==> src/verilog/rsvm_pkg.sv <==
// constants shared by the reset source and voltage monitor block
// Contract
// - internal reset asserted while the external reset pin is low
// - power-on reset held until supply good, then a fixed release delay
// - each of three monitor channels can raise its own reset cause
// - deep standby wake-up raises a distinct reset cause
// - independent watchdog underflow or refresh error raises its reset
// - main watchdog underflow or refresh error raises a separate reset
// - writing the key value to a control register requests a software reset
// - channel 0 reset enabled by option memory; threshold from two levels
// - channels 1 and 2 threshold chosen from five levels
// - channels 1 and 2 digital filter sampled at clock divided by 2,4,8,16
// - two selectable release policies for channel 1 and 2 monitor resets
// - channels 1 and 2 each detect supply rising above or falling below threshold
// - monitor interrupt selectable as maskable or non-maskable
// - comparison state readable; detection event sent to event fabric
package rsvm_pkg;
  // ----------------------------------------------------------------
  // timing
  // ----------------------------------------------------------------
  localparam int CLK_MHZ = 25;
  localparam int RELEASE_TIME_US = 1000;
  localparam int RELEASE_CYCLES = RELEASE_TIME_US * CLK_MHZ;
  // ----------------------------------------------------------------
  // register offsets
  // ----------------------------------------------------------------
  localparam logic [7:0] OFS_CAUSE = 8'h00;
  localparam logic [7:0] OFS_SWRST = 8'h04;
  localparam logic [7:0] OFS_VD0 = 8'h08;
  localparam logic [7:0] OFS_VD1 = 8'h0c;
  localparam logic [7:0] OFS_VD2 = 8'h10;
  localparam logic [7:0] OFS_STATUS = 8'h14;
  localparam logic [7:0] OFS_INT_STAT = 8'h18;
  localparam logic [7:0] OFS_INT_MASK = 8'h1c;
  localparam logic [15:0] SW_KEY = 16'ha501;
  // ----------------------------------------------------------------
  // reset cause bits
  // ----------------------------------------------------------------
  localparam int NUM_CAUSES = 9;
  localparam int C_PIN = 0;
  localparam int C_POR = 1;
  localparam int C_VD0 = 2;
  localparam int C_VD1 = 3;
  localparam int C_VD2 = 4;
  localparam int C_DSTBY = 5;
  localparam int C_INDEPENDENT_WATCHDOG = 6;
  localparam int C_WDT = 7;
  localparam int C_SW = 8;
  localparam logic [8:0] CAUSE_RESET = 9'h002;
  // ----------------------------------------------------------------
  // channel 1/2 control layout
  // ----------------------------------------------------------------
  localparam int F_LEVEL = 0;
  localparam int F_FILT_EN = 3;
  localparam int F_DIV = 4;
  localparam int F_RST_EN = 6;
  localparam int F_REL_POL = 7;
  localparam int F_EDGE_RISE = 8;
  localparam int F_NMI_SEL = 9;
  localparam int F_INT_EN = 10;
  localparam int VD_CTRL_W = 11;
  localparam logic [10:0] VD_CTRL_RESET = 11'h000;
  localparam logic [2:0] MAX_LEVEL = 3'h4;
  localparam logic VD0_LEVEL_RESET = 1'b0;
  localparam logic [1:0] INT_STAT_RESET = 2'h0;
  localparam logic [1:0] INT_MASK_RESET = 2'h0;
  localparam logic [1:0] RESP_OKAY = 2'h0;
  localparam logic [1:0] RESP_SLVERR = 2'h2;
endpackage

==> src/verilog/rsvm_filter.sv <==
// digital noise filter for one comparator output
`timescale 1ns/1ps
`default_nettype none
module rsvm_filter (
  input wire logic aclk,
  input wire logic aresetn,
  input wire logic sample,
  input wire logic enable,
  input wire logic din,
  output logic dout
);
  logic last;

  // ----------------------------------------------------------------
  // two matching samples move the output
  // ----------------------------------------------------------------
  always_ff @(posedge aclk) begin
    if (!aresetn) begin
      last <= 1'b0;
      dout <= 1'b0;
    end else if (!enable) begin
      last <= din;
      dout <= din;
    end else if (sample) begin
      last <= din;
      // a single glitching sample never reaches the output
      if (last == din) begin
        dout <= din;
      end
    end
  end
endmodule
`default_nettype wire

==> src/verilog/rsvm_top.sv <==
// reset source collector and supply voltage monitor control
`timescale 1ns/1ps
`default_nettype none
module rsvm_top
  import rsvm_pkg::*;
#(
  parameter int RELEASE_CNT = RELEASE_CYCLES
) (
  input wire logic aclk,
  input wire logic aresetn,
  // axi4-lite slave
  input wire logic [7:0] s_axi_awaddr,
  input wire logic s_axi_awvalid,
  output logic s_axi_awready,
  input wire logic [31:0] s_axi_wdata,
  input wire logic [3:0] s_axi_wstrb,
  input wire logic s_axi_wvalid,
  output logic s_axi_wready,
  output logic [1:0] s_axi_bresp,
  output logic s_axi_bvalid,
  input wire logic s_axi_bready,
  input wire logic [7:0] s_axi_araddr,
  input wire logic s_axi_arvalid,
  output logic s_axi_arready,
  output logic [31:0] s_axi_rdata,
  output logic [1:0] s_axi_rresp,
  output logic s_axi_rvalid,
  input wire logic s_axi_rready,
  // reset sources
  input wire logic ext_reset_pin_n,
  input wire logic vcc_por_ok,
  input wire logic vd0_reset_en,
  input wire logic deep_standby_wake,
  input wire logic independent_watchdog_underflow,
  input wire logic independent_watchdog_refresh_err,
  input wire logic wdt_underflow,
  input wire logic wdt_refresh_err,
  // supply_voltage_detector comparators, high while vcc below level
  input wire logic vd0_below,
  input wire logic vd1_below,
  input wire logic vd2_below,
  output logic vd0_level,
  output logic [2:0] vd1_level,
  output logic [2:0] vd2_level,
  output logic vd1_event,
  output logic vd2_event,
  output logic irq,
  output logic nmi,
  output logic internal_reset_n
);
  // ----------------------------------------------------------------
  // helpers
  // ----------------------------------------------------------------
  function automatic logic [31:0] merge(logic [31:0] old, logic [31:0] nw, logic [3:0] strb);
    logic [31:0] r;
    r = old;
    for (int i = 0; i < 4; i++) begin
      if (strb[i]) begin
        r[i*8 +: 8] = nw[i*8 +: 8];
      end
    end
    return r;
  endfunction

  function automatic logic [2:0] clamp_level(logic [2:0] v);
    return (v > MAX_LEVEL) ? MAX_LEVEL : v;
  endfunction

  function automatic logic [VD_CTRL_W-1:0] ctrl_write(logic [VD_CTRL_W-1:0] old,
                                                     logic [31:0] nw, logic [3:0] strb);
    logic [31:0] m;
    logic [VD_CTRL_W-1:0] r;
    m = merge({21'h0, old}, nw, strb);
    r = m[VD_CTRL_W-1:0];
    r[F_LEVEL +: 3] = clamp_level(m[F_LEVEL +: 3]);
    return r;
  endfunction

  function automatic logic div_tick(logic [3:0] cnt, logic [1:0] sel);
    logic t;
    unique case (sel)
      2'h0: t = cnt[0];
      2'h1: t = &cnt[1:0];
      2'h2: t = &cnt[2:0];
      2'h3: t = &cnt[3:0];
    endcase
    return t;
  endfunction

  // ----------------------------------------------------------------
  // register state
  // ----------------------------------------------------------------
  logic [NUM_CAUSES-1:0] cause;
  logic [1:0][VD_CTRL_W-1:0] vd_ctrl;
  logic [1:0] int_stat;
  logic [1:0] int_mask;
  logic sw_req;
  logic [7:0] aw_addr;
  logic [31:0] w_data;
  logic [3:0] w_strb;
  logic do_write;
  logic wr_hit;
  logic [31:0] w1c;
  logic [31:0] rd_data;
  logic rd_hit;

  // ----------------------------------------------------------------
  // axi4-lite write channels
  // ----------------------------------------------------------------
  assign do_write = !s_axi_awready && !s_axi_wready && !s_axi_bvalid;
  assign w1c = merge(32'h0, w_data, w_strb);

  always_ff @(posedge aclk) begin
    if (!aresetn) begin
      s_axi_awready <= 1'b1;
      s_axi_wready <= 1'b1;
      s_axi_bvalid <= 1'b0;
      s_axi_bresp <= RESP_OKAY;
      aw_addr <= 8'h00;
      w_data <= 32'h0;
      w_strb <= 4'h0;
    end else begin
      if (s_axi_awready && s_axi_awvalid) begin
        s_axi_awready <= 1'b0;
        aw_addr <= s_axi_awaddr;
      end
      if (s_axi_wready && s_axi_wvalid) begin
        s_axi_wready <= 1'b0;
        w_data <= s_axi_wdata;
        w_strb <= s_axi_wstrb;
      end
      if (do_write) begin
        s_axi_bvalid <= 1'b1;
        s_axi_bresp <= wr_hit ? RESP_OKAY : RESP_SLVERR;
      end
      if (s_axi_bvalid && s_axi_bready) begin
        s_axi_bvalid <= 1'b0;
        s_axi_awready <= 1'b1;
        s_axi_wready <= 1'b1;
      end
    end
  end

  always_comb begin
    unique case ({aw_addr[7:2], 2'h0})
      OFS_CAUSE, OFS_SWRST, OFS_VD0, OFS_VD1, OFS_VD2, OFS_STATUS, OFS_INT_STAT, OFS_INT_MASK:
        wr_hit = 1'b1;
      default: wr_hit = 1'b0;
    endcase
  end

  // ----------------------------------------------------------------
  // configuration registers
  // ----------------------------------------------------------------
  always_ff @(posedge aclk) begin
    if (!aresetn) begin
      vd0_level <= VD0_LEVEL_RESET;
      vd_ctrl <= {VD_CTRL_RESET, VD_CTRL_RESET};
      int_mask <= INT_MASK_RESET;
    end else if (do_write) begin
      if ({aw_addr[7:2], 2'h0} == OFS_VD0 && w_strb[0]) begin
        vd0_level <= w_data[0];
      end
      if ({aw_addr[7:2], 2'h0} == OFS_VD1) begin
        vd_ctrl[0] <= ctrl_write(vd_ctrl[0], w_data, w_strb);
      end
      if ({aw_addr[7:2], 2'h0} == OFS_VD2) begin
        vd_ctrl[1] <= ctrl_write(vd_ctrl[1], w_data, w_strb);
      end
      if ({aw_addr[7:2], 2'h0} == OFS_INT_MASK && w_strb[0]) begin
        int_mask <= w_data[1:0];
      end
    end
  end

  // both low bytes must carry the key, so a stray byte write cannot reset
  always_ff @(posedge aclk) begin
    if (!aresetn) begin
      sw_req <= 1'b0;
    end else begin
      sw_req <= do_write && {aw_addr[7:2], 2'h0} == OFS_SWRST
                && (&w_strb[1:0]) && w_data[15:0] == SW_KEY;
    end
  end

  always_ff @(posedge aclk) begin
    if (!aresetn) begin
      vd1_level <= 3'h0;
      vd2_level <= 3'h0;
    end else begin
      vd1_level <= vd_ctrl[0][F_LEVEL +: 3];
      vd2_level <= vd_ctrl[1][F_LEVEL +: 3];
    end
  end

  // ----------------------------------------------------------------
  // filtering and edge detection, channels 1 and 2
  // ----------------------------------------------------------------
  logic [3:0] presc;
  logic [1:0] below_raw;
  logic [1:0] below_f;
  logic [1:0] below_q;
  logic [1:0] fell_below;
  logic [1:0] rose_above;
  logic [1:0] det;
  logic [1:0] ch_src;

  assign below_raw = {vd2_below, vd1_below};

  always_ff @(posedge aclk) begin
    if (!aresetn) begin
      presc <= 4'h0;
    end else begin
      presc <= presc + 4'h1;
    end
  end

  for (genvar g = 0; g < 2; g++) begin : g_ch
    rsvm_filter u_filt (
      .aclk(aclk),
      .aresetn(aresetn),
      .sample(div_tick(presc, vd_ctrl[g][F_DIV +: 2])),
      .enable(vd_ctrl[g][F_FILT_EN]),
      .din(below_raw[g]),
      .dout(below_f[g])
    );
    assign fell_below[g] = below_f[g] && !below_q[g];
    assign rose_above[g] = !below_f[g] && below_q[g];
    assign det[g] = vd_ctrl[g][F_EDGE_RISE] ? rose_above[g] : fell_below[g];
    // policy 0 holds until supply recovers, policy 1 only starts the delay
    assign ch_src[g] = vd_ctrl[g][F_RST_EN]
                       && (vd_ctrl[g][F_REL_POL] ? fell_below[g] : below_f[g]);
  end

  always_ff @(posedge aclk) begin
    if (!aresetn) begin
      below_q <= 2'h0;
      vd1_event <= 1'b0;
      vd2_event <= 1'b0;
    end else begin
      below_q <= below_f;
      vd1_event <= det[0];
      vd2_event <= det[1];
    end
  end

  // ----------------------------------------------------------------
  // interrupt status, mask and outputs
  // ----------------------------------------------------------------
  logic [1:0] nmi_sel;

  assign nmi_sel = {vd_ctrl[1][F_NMI_SEL], vd_ctrl[0][F_NMI_SEL]};

  always_ff @(posedge aclk) begin
    if (!aresetn) begin
      int_stat <= INT_STAT_RESET;
    end else begin
      // a detection in the clearing cycle survives the clear
      int_stat <= (int_stat & ~((do_write && {aw_addr[7:2], 2'h0} == OFS_INT_STAT)
                  ? w1c[1:0] : 2'h0))
                  | (det & {vd_ctrl[1][F_INT_EN], vd_ctrl[0][F_INT_EN]});
    end
  end

  always_ff @(posedge aclk) begin
    if (!aresetn) begin
      irq <= 1'b0;
      nmi <= 1'b0;
    end else begin
      // a set mask bit blocks irq only; nmi routing ignores the mask
      irq <= |(int_stat & ~int_mask & ~nmi_sel);
      nmi <= |(int_stat & nmi_sel);
    end
  end

  // ----------------------------------------------------------------
  // reset sources and release delay
  // ----------------------------------------------------------------
  logic [NUM_CAUSES-1:0] src;
  logic any_src;
  logic [31:0] rel_cnt;

  always_comb begin
    src = '0;
    src[C_PIN] = !ext_reset_pin_n;
    src[C_POR] = !vcc_por_ok;
    src[C_VD0] = vd0_below && vd0_reset_en;
    src[C_VD1] = ch_src[0];
    src[C_VD2] = ch_src[1];
    src[C_DSTBY] = deep_standby_wake;
    src[C_INDEPENDENT_WATCHDOG] = independent_watchdog_underflow || independent_watchdog_refresh_err;
    src[C_WDT] = wdt_underflow || wdt_refresh_err;
    src[C_SW] = sw_req;
  end

  assign any_src = |src;

  // the delay restarts on every active cycle, so it runs from the last one
  always_ff @(posedge aclk) begin
    if (!aresetn) begin
      rel_cnt <= 32'(RELEASE_CNT);
      internal_reset_n <= 1'b0;
    end else if (any_src) begin
      rel_cnt <= 32'(RELEASE_CNT);
      internal_reset_n <= 1'b0;
    end else if (rel_cnt != 32'h0) begin
      rel_cnt <= rel_cnt - 32'h1;
      internal_reset_n <= 1'b0;
    end else begin
      internal_reset_n <= 1'b1;
    end
  end

  // a new reset from the released state replaces the old record
  always_ff @(posedge aclk) begin
    if (!aresetn) begin
      cause <= CAUSE_RESET;
    end else if (any_src && internal_reset_n) begin
      cause <= src;
    end else begin
      cause <= (cause & ~((do_write && {aw_addr[7:2], 2'h0} == OFS_CAUSE)
               ? w1c[NUM_CAUSES-1:0] : '0)) | src;
    end
  end

  // ----------------------------------------------------------------
  // axi4-lite read channel
  // ----------------------------------------------------------------
  always_comb begin
    rd_data = 32'h0;
    rd_hit = 1'b1;
    unique case ({s_axi_araddr[7:2], 2'h0})
      OFS_CAUSE: rd_data[NUM_CAUSES-1:0] = cause;
      OFS_SWRST: rd_data = 32'h0;
      OFS_VD0: rd_data[0] = vd0_level;
      OFS_VD1: rd_data[VD_CTRL_W-1:0] = vd_ctrl[0];
      OFS_VD2: rd_data[VD_CTRL_W-1:0] = vd_ctrl[1];
      OFS_STATUS: rd_data[2:0] = {below_f, vd0_below};
      OFS_INT_STAT: rd_data[1:0] = int_stat;
      OFS_INT_MASK: rd_data[1:0] = int_mask;
      default: rd_hit = 1'b0;
    endcase
  end

  always_ff @(posedge aclk) begin
    if (!aresetn) begin
      s_axi_arready <= 1'b1;
      s_axi_rvalid <= 1'b0;
      s_axi_rdata <= 32'h0;
      s_axi_rresp <= RESP_OKAY;
    end else if (s_axi_arready && s_axi_arvalid) begin
      s_axi_arready <= 1'b0;
      s_axi_rvalid <= 1'b1;
      s_axi_rdata <= rd_data;
      s_axi_rresp <= rd_hit ? RESP_OKAY : RESP_SLVERR;
    end else if (s_axi_rvalid && s_axi_rready) begin
      s_axi_rvalid <= 1'b0;
      s_axi_arready <= 1'b1;
    end
  end
endmodule
`default_nettype wire

==> config.mk <==
export PLATFORM = sky130hd
export DESIGN_NAME = rsvm_top
export DESIGN_NICKNAME = d
export VERILOG_FILES = /design/src/verilog/rsvm_pkg.sv /design/src/verilog/rsvm_filter.sv /design/src/verilog/rsvm_top.sv
export SDC_FILE = /design/constraint.sdc
export NUM_CORES = 1
export LEC_CHECK = 0
export BUFFER_PORTS_ARGS = -buffer_cell sky130_fd_sc_hd__buf_2
export CORE_AREA = 4 4 105 107
export DETAILED_ROUTE_END_ITERATION = 7
export DIE_AREA = 0 0 109 111
export PLACE_DENSITY = 0.83
export RECOVER_POWER = 25
export SLEW_MARGIN = 20
export SYNTH_ARGS = -nofsm -noshare
export SYNTH_HDL_FRONTEND = slang
export SYNTH_SLANG_ARGS = --single-unit
==> constraint.sdc <==
create_clock -name aclk -period 5.85 [get_ports aclk]
set_clock_uncertainty 0.2 [all_clocks]
set_input_delay 0.8775 -clock aclk [delete_from_list [all_inputs] [get_ports aclk]]
set_output_delay 0.8775 -clock aclk [all_outputs]
set_load 0.05 [all_outputs]
After elaboration in Yosys (flattened, before gate mapping)
Memories as Yosys holds them, arrays and structs flattened. A register that Yosys moved wholly into a read port is not among the register bits.
Index checks and enable logic that the tools add are counted.
Widths: inputs -> output; s select.
- bits in registers: 136
- bits in read-only memories: 32
- input port bits: 70
- output and inout bits: 53
- logic and storage cells: 189
- memories: 1
- $add $sub $neg: 2
- order comparisons: 2
- equality and inequality tests: 28
- muxes and demuxes: 47
- bitwise gates (word level): 13
- reduce and logical (&&, ||, !) cells: 60
- memories (name ; depth ; bits a word ; rd ports ; clocked after Yosys merged registers in ; write ports ; RTL line ; RTL):
    (name not given) ; 32 ; 1 ; 1 ; 1 ; 0 ; rsvm_top.sv:145 ; unique case ({aw_addr[7:2], 2'h0})
- operators with widths (kind ; count):
    $mux 8 ; 9
    $eq 6x3->1 const B ; 7
    $reduce_bool 32->1 ; 1
    $sub 32x1->32 const B ; 1
    $eq 6x2->1 const B ; 4
    $logic_and 1x1->1 ; 22
    $mux 1 ; 22
    $mux 9 ; 2
    $pmux 6 s3 ; 1
    $eq 16x16->1 const B ; 1
    $reduce_and 2->1 ; 8
    $reduce_and 3->1 ; 5
    $eq 6x1->1 const B ; 2
    $logic_not 6->1 ; 2
    $pmux 1 s4 ; 3
    $and 2x2->2 ; 5
    $mux 5 ; 2
    $reduce_or 10->1 ; 1
    $and 9x9->9 ; 1
    $logic_not 1->1 ; 9
    $not 9->9 ; 1
    $or 9x9->9 ; 1
    $reduce_or 9->1 ; 1
    $eq 2x2->1 const B ; 4
    other kinds (21) ; 37

Depth between registers and ports, before layout
- word-level depth: 9
- mapped depth: 8
- depth with buffers taken out: 7

Modules after synthesis
Synthesis repeated with hierarchy kept, for this count alone.
- cell total of the unflattened synthesis: 694
- area total of the unflattened synthesis: 5983.2 um^2
- modules (own cells, without submodules) (module ; instances ; cells each ; area each (um^2) ; sequential area each (um^2)):
    rsvm_top ; 1 ; 670 ; 5780.5 ; 2562.5
    rsvm_filter ; 2 ; 12 ; 101.3 ; 40.0

Worst setup path after synthesis
OpenSTA, ideal clock, no wires.
- path type: register to register
- start point: reg rel_cnt[12]
- end point: reg rel_cnt[21]
- setup time: 70 ps
- arrival: 2342 ps
- data required time: 5580 ps
- setup slack: 3238 ps
- cell stages (with the launch flop): 8
- buffers on the path: 2
- period minus slack after synthesis: 2612 ps
- cell sequence: dfxtp_1 > or4_4 > or3_1 > buf_2 > or2_4 > buf_6 > or4_1 > a21oi_1
- longest elaborated chain between the ends: 1
- elaborated cells between the ends (all ways): 2
- classes of those cells: add/sub: 1; reduce/logical: 1
- ends and longest elaborated chain (element ; RTL line ; RTL):
    start: declaration ; rsvm_top.sv:281 ; logic [31:0] rel_cnt;
    start signal: assignment ; rsvm_top.sv:301 ; rel_cnt <= 32'(RELEASE_CNT);
    start signal: assignment ; rsvm_top.sv:304 ; rel_cnt <= 32'(RELEASE_CNT);
    start signal: assignment ; rsvm_top.sv:307 ; rel_cnt <= rel_cnt - 32'h1;
    $sub 32x1->32 / $reduce_bool 32->1 (equally long branches) ; rsvm_top.sv:307, rsvm_top.sv:306 ;
Several ways; a longest one is shown, not always the timed one.
A chain may end at the register's enable or synchronous reset.

Worst setup path after layout
- start point: in aresetn
- end point: reg rel_cnt[11]
- longest elaborated chain between the ends: 2
- ends and longest elaborated chain (element ; RTL line ; RTL):
    start: declaration ; rsvm_top.sv:10 ; input wire logic aresetn,
    $not 1->1 (no source line) ; -- ;
    $reduce_or 10->1 (no source line) ; -- ;
Every way passes these cells.

==> run metrics <==
Final Cell Area 0.00680 mm^2; Synth Area in Simple Gates 26.3%; DR vias/cell 5.88; Seq/Total Area, Yosys 45.4%; CTS resizes 0; final wirelength 14500 um; Distinct cells, synth 62; GRT Residual Overflow 0; hold_buf cts 0; CP Data Arrival Time 3.60 ns; area leader, netlist dfxtp_1; DR WL/cell 16.1 um; Pwr per Cell Area 321 mW/mm^2; largest family of logic cells by synthesized area simple AND/OR/NAND/NOR gates; most frequent cells in the layout 132 x dfxtp_1, 100 x nand2_1, 76 x buf_2; Max-cap violations 0; number of enable flip-flop cells after synthesis 0; pre-CTS WS 2.67 ns; setup ws final 2.48 ns; H-tree depth 4; max_slew headroom 9.72%; first-pass GRT wire length 23700 um; Worst EP required 6.08 ns; Total Routing Usage GR 24.4%; CP endpoint kind register; setup TNS 0 ns; unrepaired setup endpoints after global routing false; Period minus WS final 3.37 ns; # IOs 123; Synth async-reset ratio 0%; crit path max fanout 33; CTS Buf Count 17; syn avg cell area 8.35 um^2; share of layout cells above drive strength 1 16.4%; Max Freq 0.297 GHz; largest net degree at the start of global routing 60; antenna diode count 0; dpl hpwl 10200 um; CORE AREA 0.0101 mm^2; top post-synthesis cells by area dfxtp_1 45%, nand2_1 6.5%, a21oi_1 5.9%; gp weighted congestion 0.847; Critical Path Source Type input port; Post-CTS Setup Inserts 0; later-pin clock latency in the skew report 0.52 ns; Synth Flop Type dfxtp_1; area grow syn2layout 16.8%; Clock Tree Root clkbuf_8; worst-margin pin slew 1.35 ns; Final #Nets 829; synthesized cell area 0.00582 mm^2; clock-pin slew on the worst setup and hold paths 0.06 ns; final cycle utilization of the critical path 57.6%; commonest non-fill, non-tap cell in the layout dfxtp_1; clock sink count 132; final setup fails 0; ANT nets after route 0; Peak VDD IR 0.000163 V; Chip Height 111 um; Row Count 37; Initial Util 57.4%; die footprint 0.0121 mm^2; WS Path Type input port to register; Leak 0.00257 uW; vias in the first global route 5017; buffer depth of the longest clock path 2; DR pass1 iterations 5; XOR/XNOR Fraction of Synth Area 1.20%; hold crit path type register to register; Synth Instances 697; status complete, no violations; Hold Vio Cnt, Final 0; antenna violations before repair 0; post-synthesis mux area share 2.19%; post-synthesis compound-gate area fraction 17.7%; Slew Viols, Final 0; Synth top area share 45.4%; via count 5319; Area after DPL 0.00615 mm^2; warnings from Yosys 0; Port Buffers 77; DRC errors left 0; CTS tree done; Yosys reg bits 132; adder-cell share of the synthesized area 0.645%; DRT iter0 DRCs 385; Die Width 109 um
-- power breakdown --
group,switching [uW],internal [uW],total [uW]
combinational,103,37.5,141
sequential,23.3,920,944
clock,370,728,1100
-- path summary, 6_finish.rpt --
kind               start           to  depth (start not counted)  slack, ns
max reg2reg  rel_cnt[12]   rel_cnt[9]                          5       2.98
max              aresetn  rel_cnt[11]                          4       2.48
min           aw_addr[7]   aw_addr[7]                          2       0.26
min reg2reg   aw_addr[7]   aw_addr[7]                          2       0.26
-- synthesized netlist by cell type (all sizes together) (4+ instances only) --
library cell,instances
nand2,100
nor3,17
or4,11
clkbuf,33
a211oi,4
nor2,40
nand3,40
xor2,5
buf,29
nand4,12
dfxtp,132
o21ai,33
o31ai,13
a21oi,69
a22oi,16
or3,20
and2,20
a32o,4
inv,12
nor2b,6
nand2b,6
mux2i,6
a22o,6
or2,4
nor4,10
-- worst max-delay path, stage by stage --
cell and delay, ns:
clkbuf_1 0.96, inv_1 0.49, or3_1 0.86, o32ai_1 0.39
-- cell families (layout without fill, tap and decap cells) --
| kind of cell | Yosys count | count (layout) |
|---|---|---|
| AND/OR/NAND/NOR | 302 | 302 |
| AO/OA/AOI/OAI | 166 | 166 |
| flip-flops | 132 | 132 |
| buffers and inverters | 75 | 125 |
| multiplexers | 10 | 10 |
| XOR/XNOR | 8 | 8 |
| adder cells (fa/ha/maj) | 3 | 3 |
| other | 1 | 23 |
-- state kept, by name, summed over array words and instances, names as in the netlist, 2 cells and up --
name              cells
int_stat              2
w_strb                2
w_data               16
vd1_level             3
rel_cnt              32
vd2_level             3
s_axi_rdata          11
int_mask              2
presc                 4
nmi_sel               2
below_q               2
g_ch.u_filt.last      2
g_ch.u_filt.dout      2
cause                 9
aw_addr               6
vd_ctrl              20
-- metrics by stage --
stage | util [%] | total power, uW | hold slack, ns | std cells
5_1_grt | 67.0 | 2260 | 0.284 | 905
3_3_place_gp | 60.7 | 1100 | 0.233 | 873
2_1_floorplan | - | 1070 | 0.226 | 719
4_1_cts | 66.9 | 2190 | 0.256 | 905
3_5_place_dp | 60.7 | 1100 | 0.245 | 873
6_report | 67.0 | 2180 | 0.255 | 905
-- per-layer routing --
layer / GRT usage, % / part of all wire [%]
met4: 8.00 / 2.1
met1: 29.8 / 39
met2: 41.4 / 51
met5: 0 / 0
met3: 6.35 / 7.9
-- layout make-up --
cell class              instances  area, um^2
inverters                      13        48.8
fillers                       778        3340
clock inverters                 7         116
well taps                     136         170
flip-flops and latches        132        2640
repair buffers                 80         407
multi-input cells             512        2900
clock buffers                  25         514
Note: power is estimated with default switching activity, not from simulation.
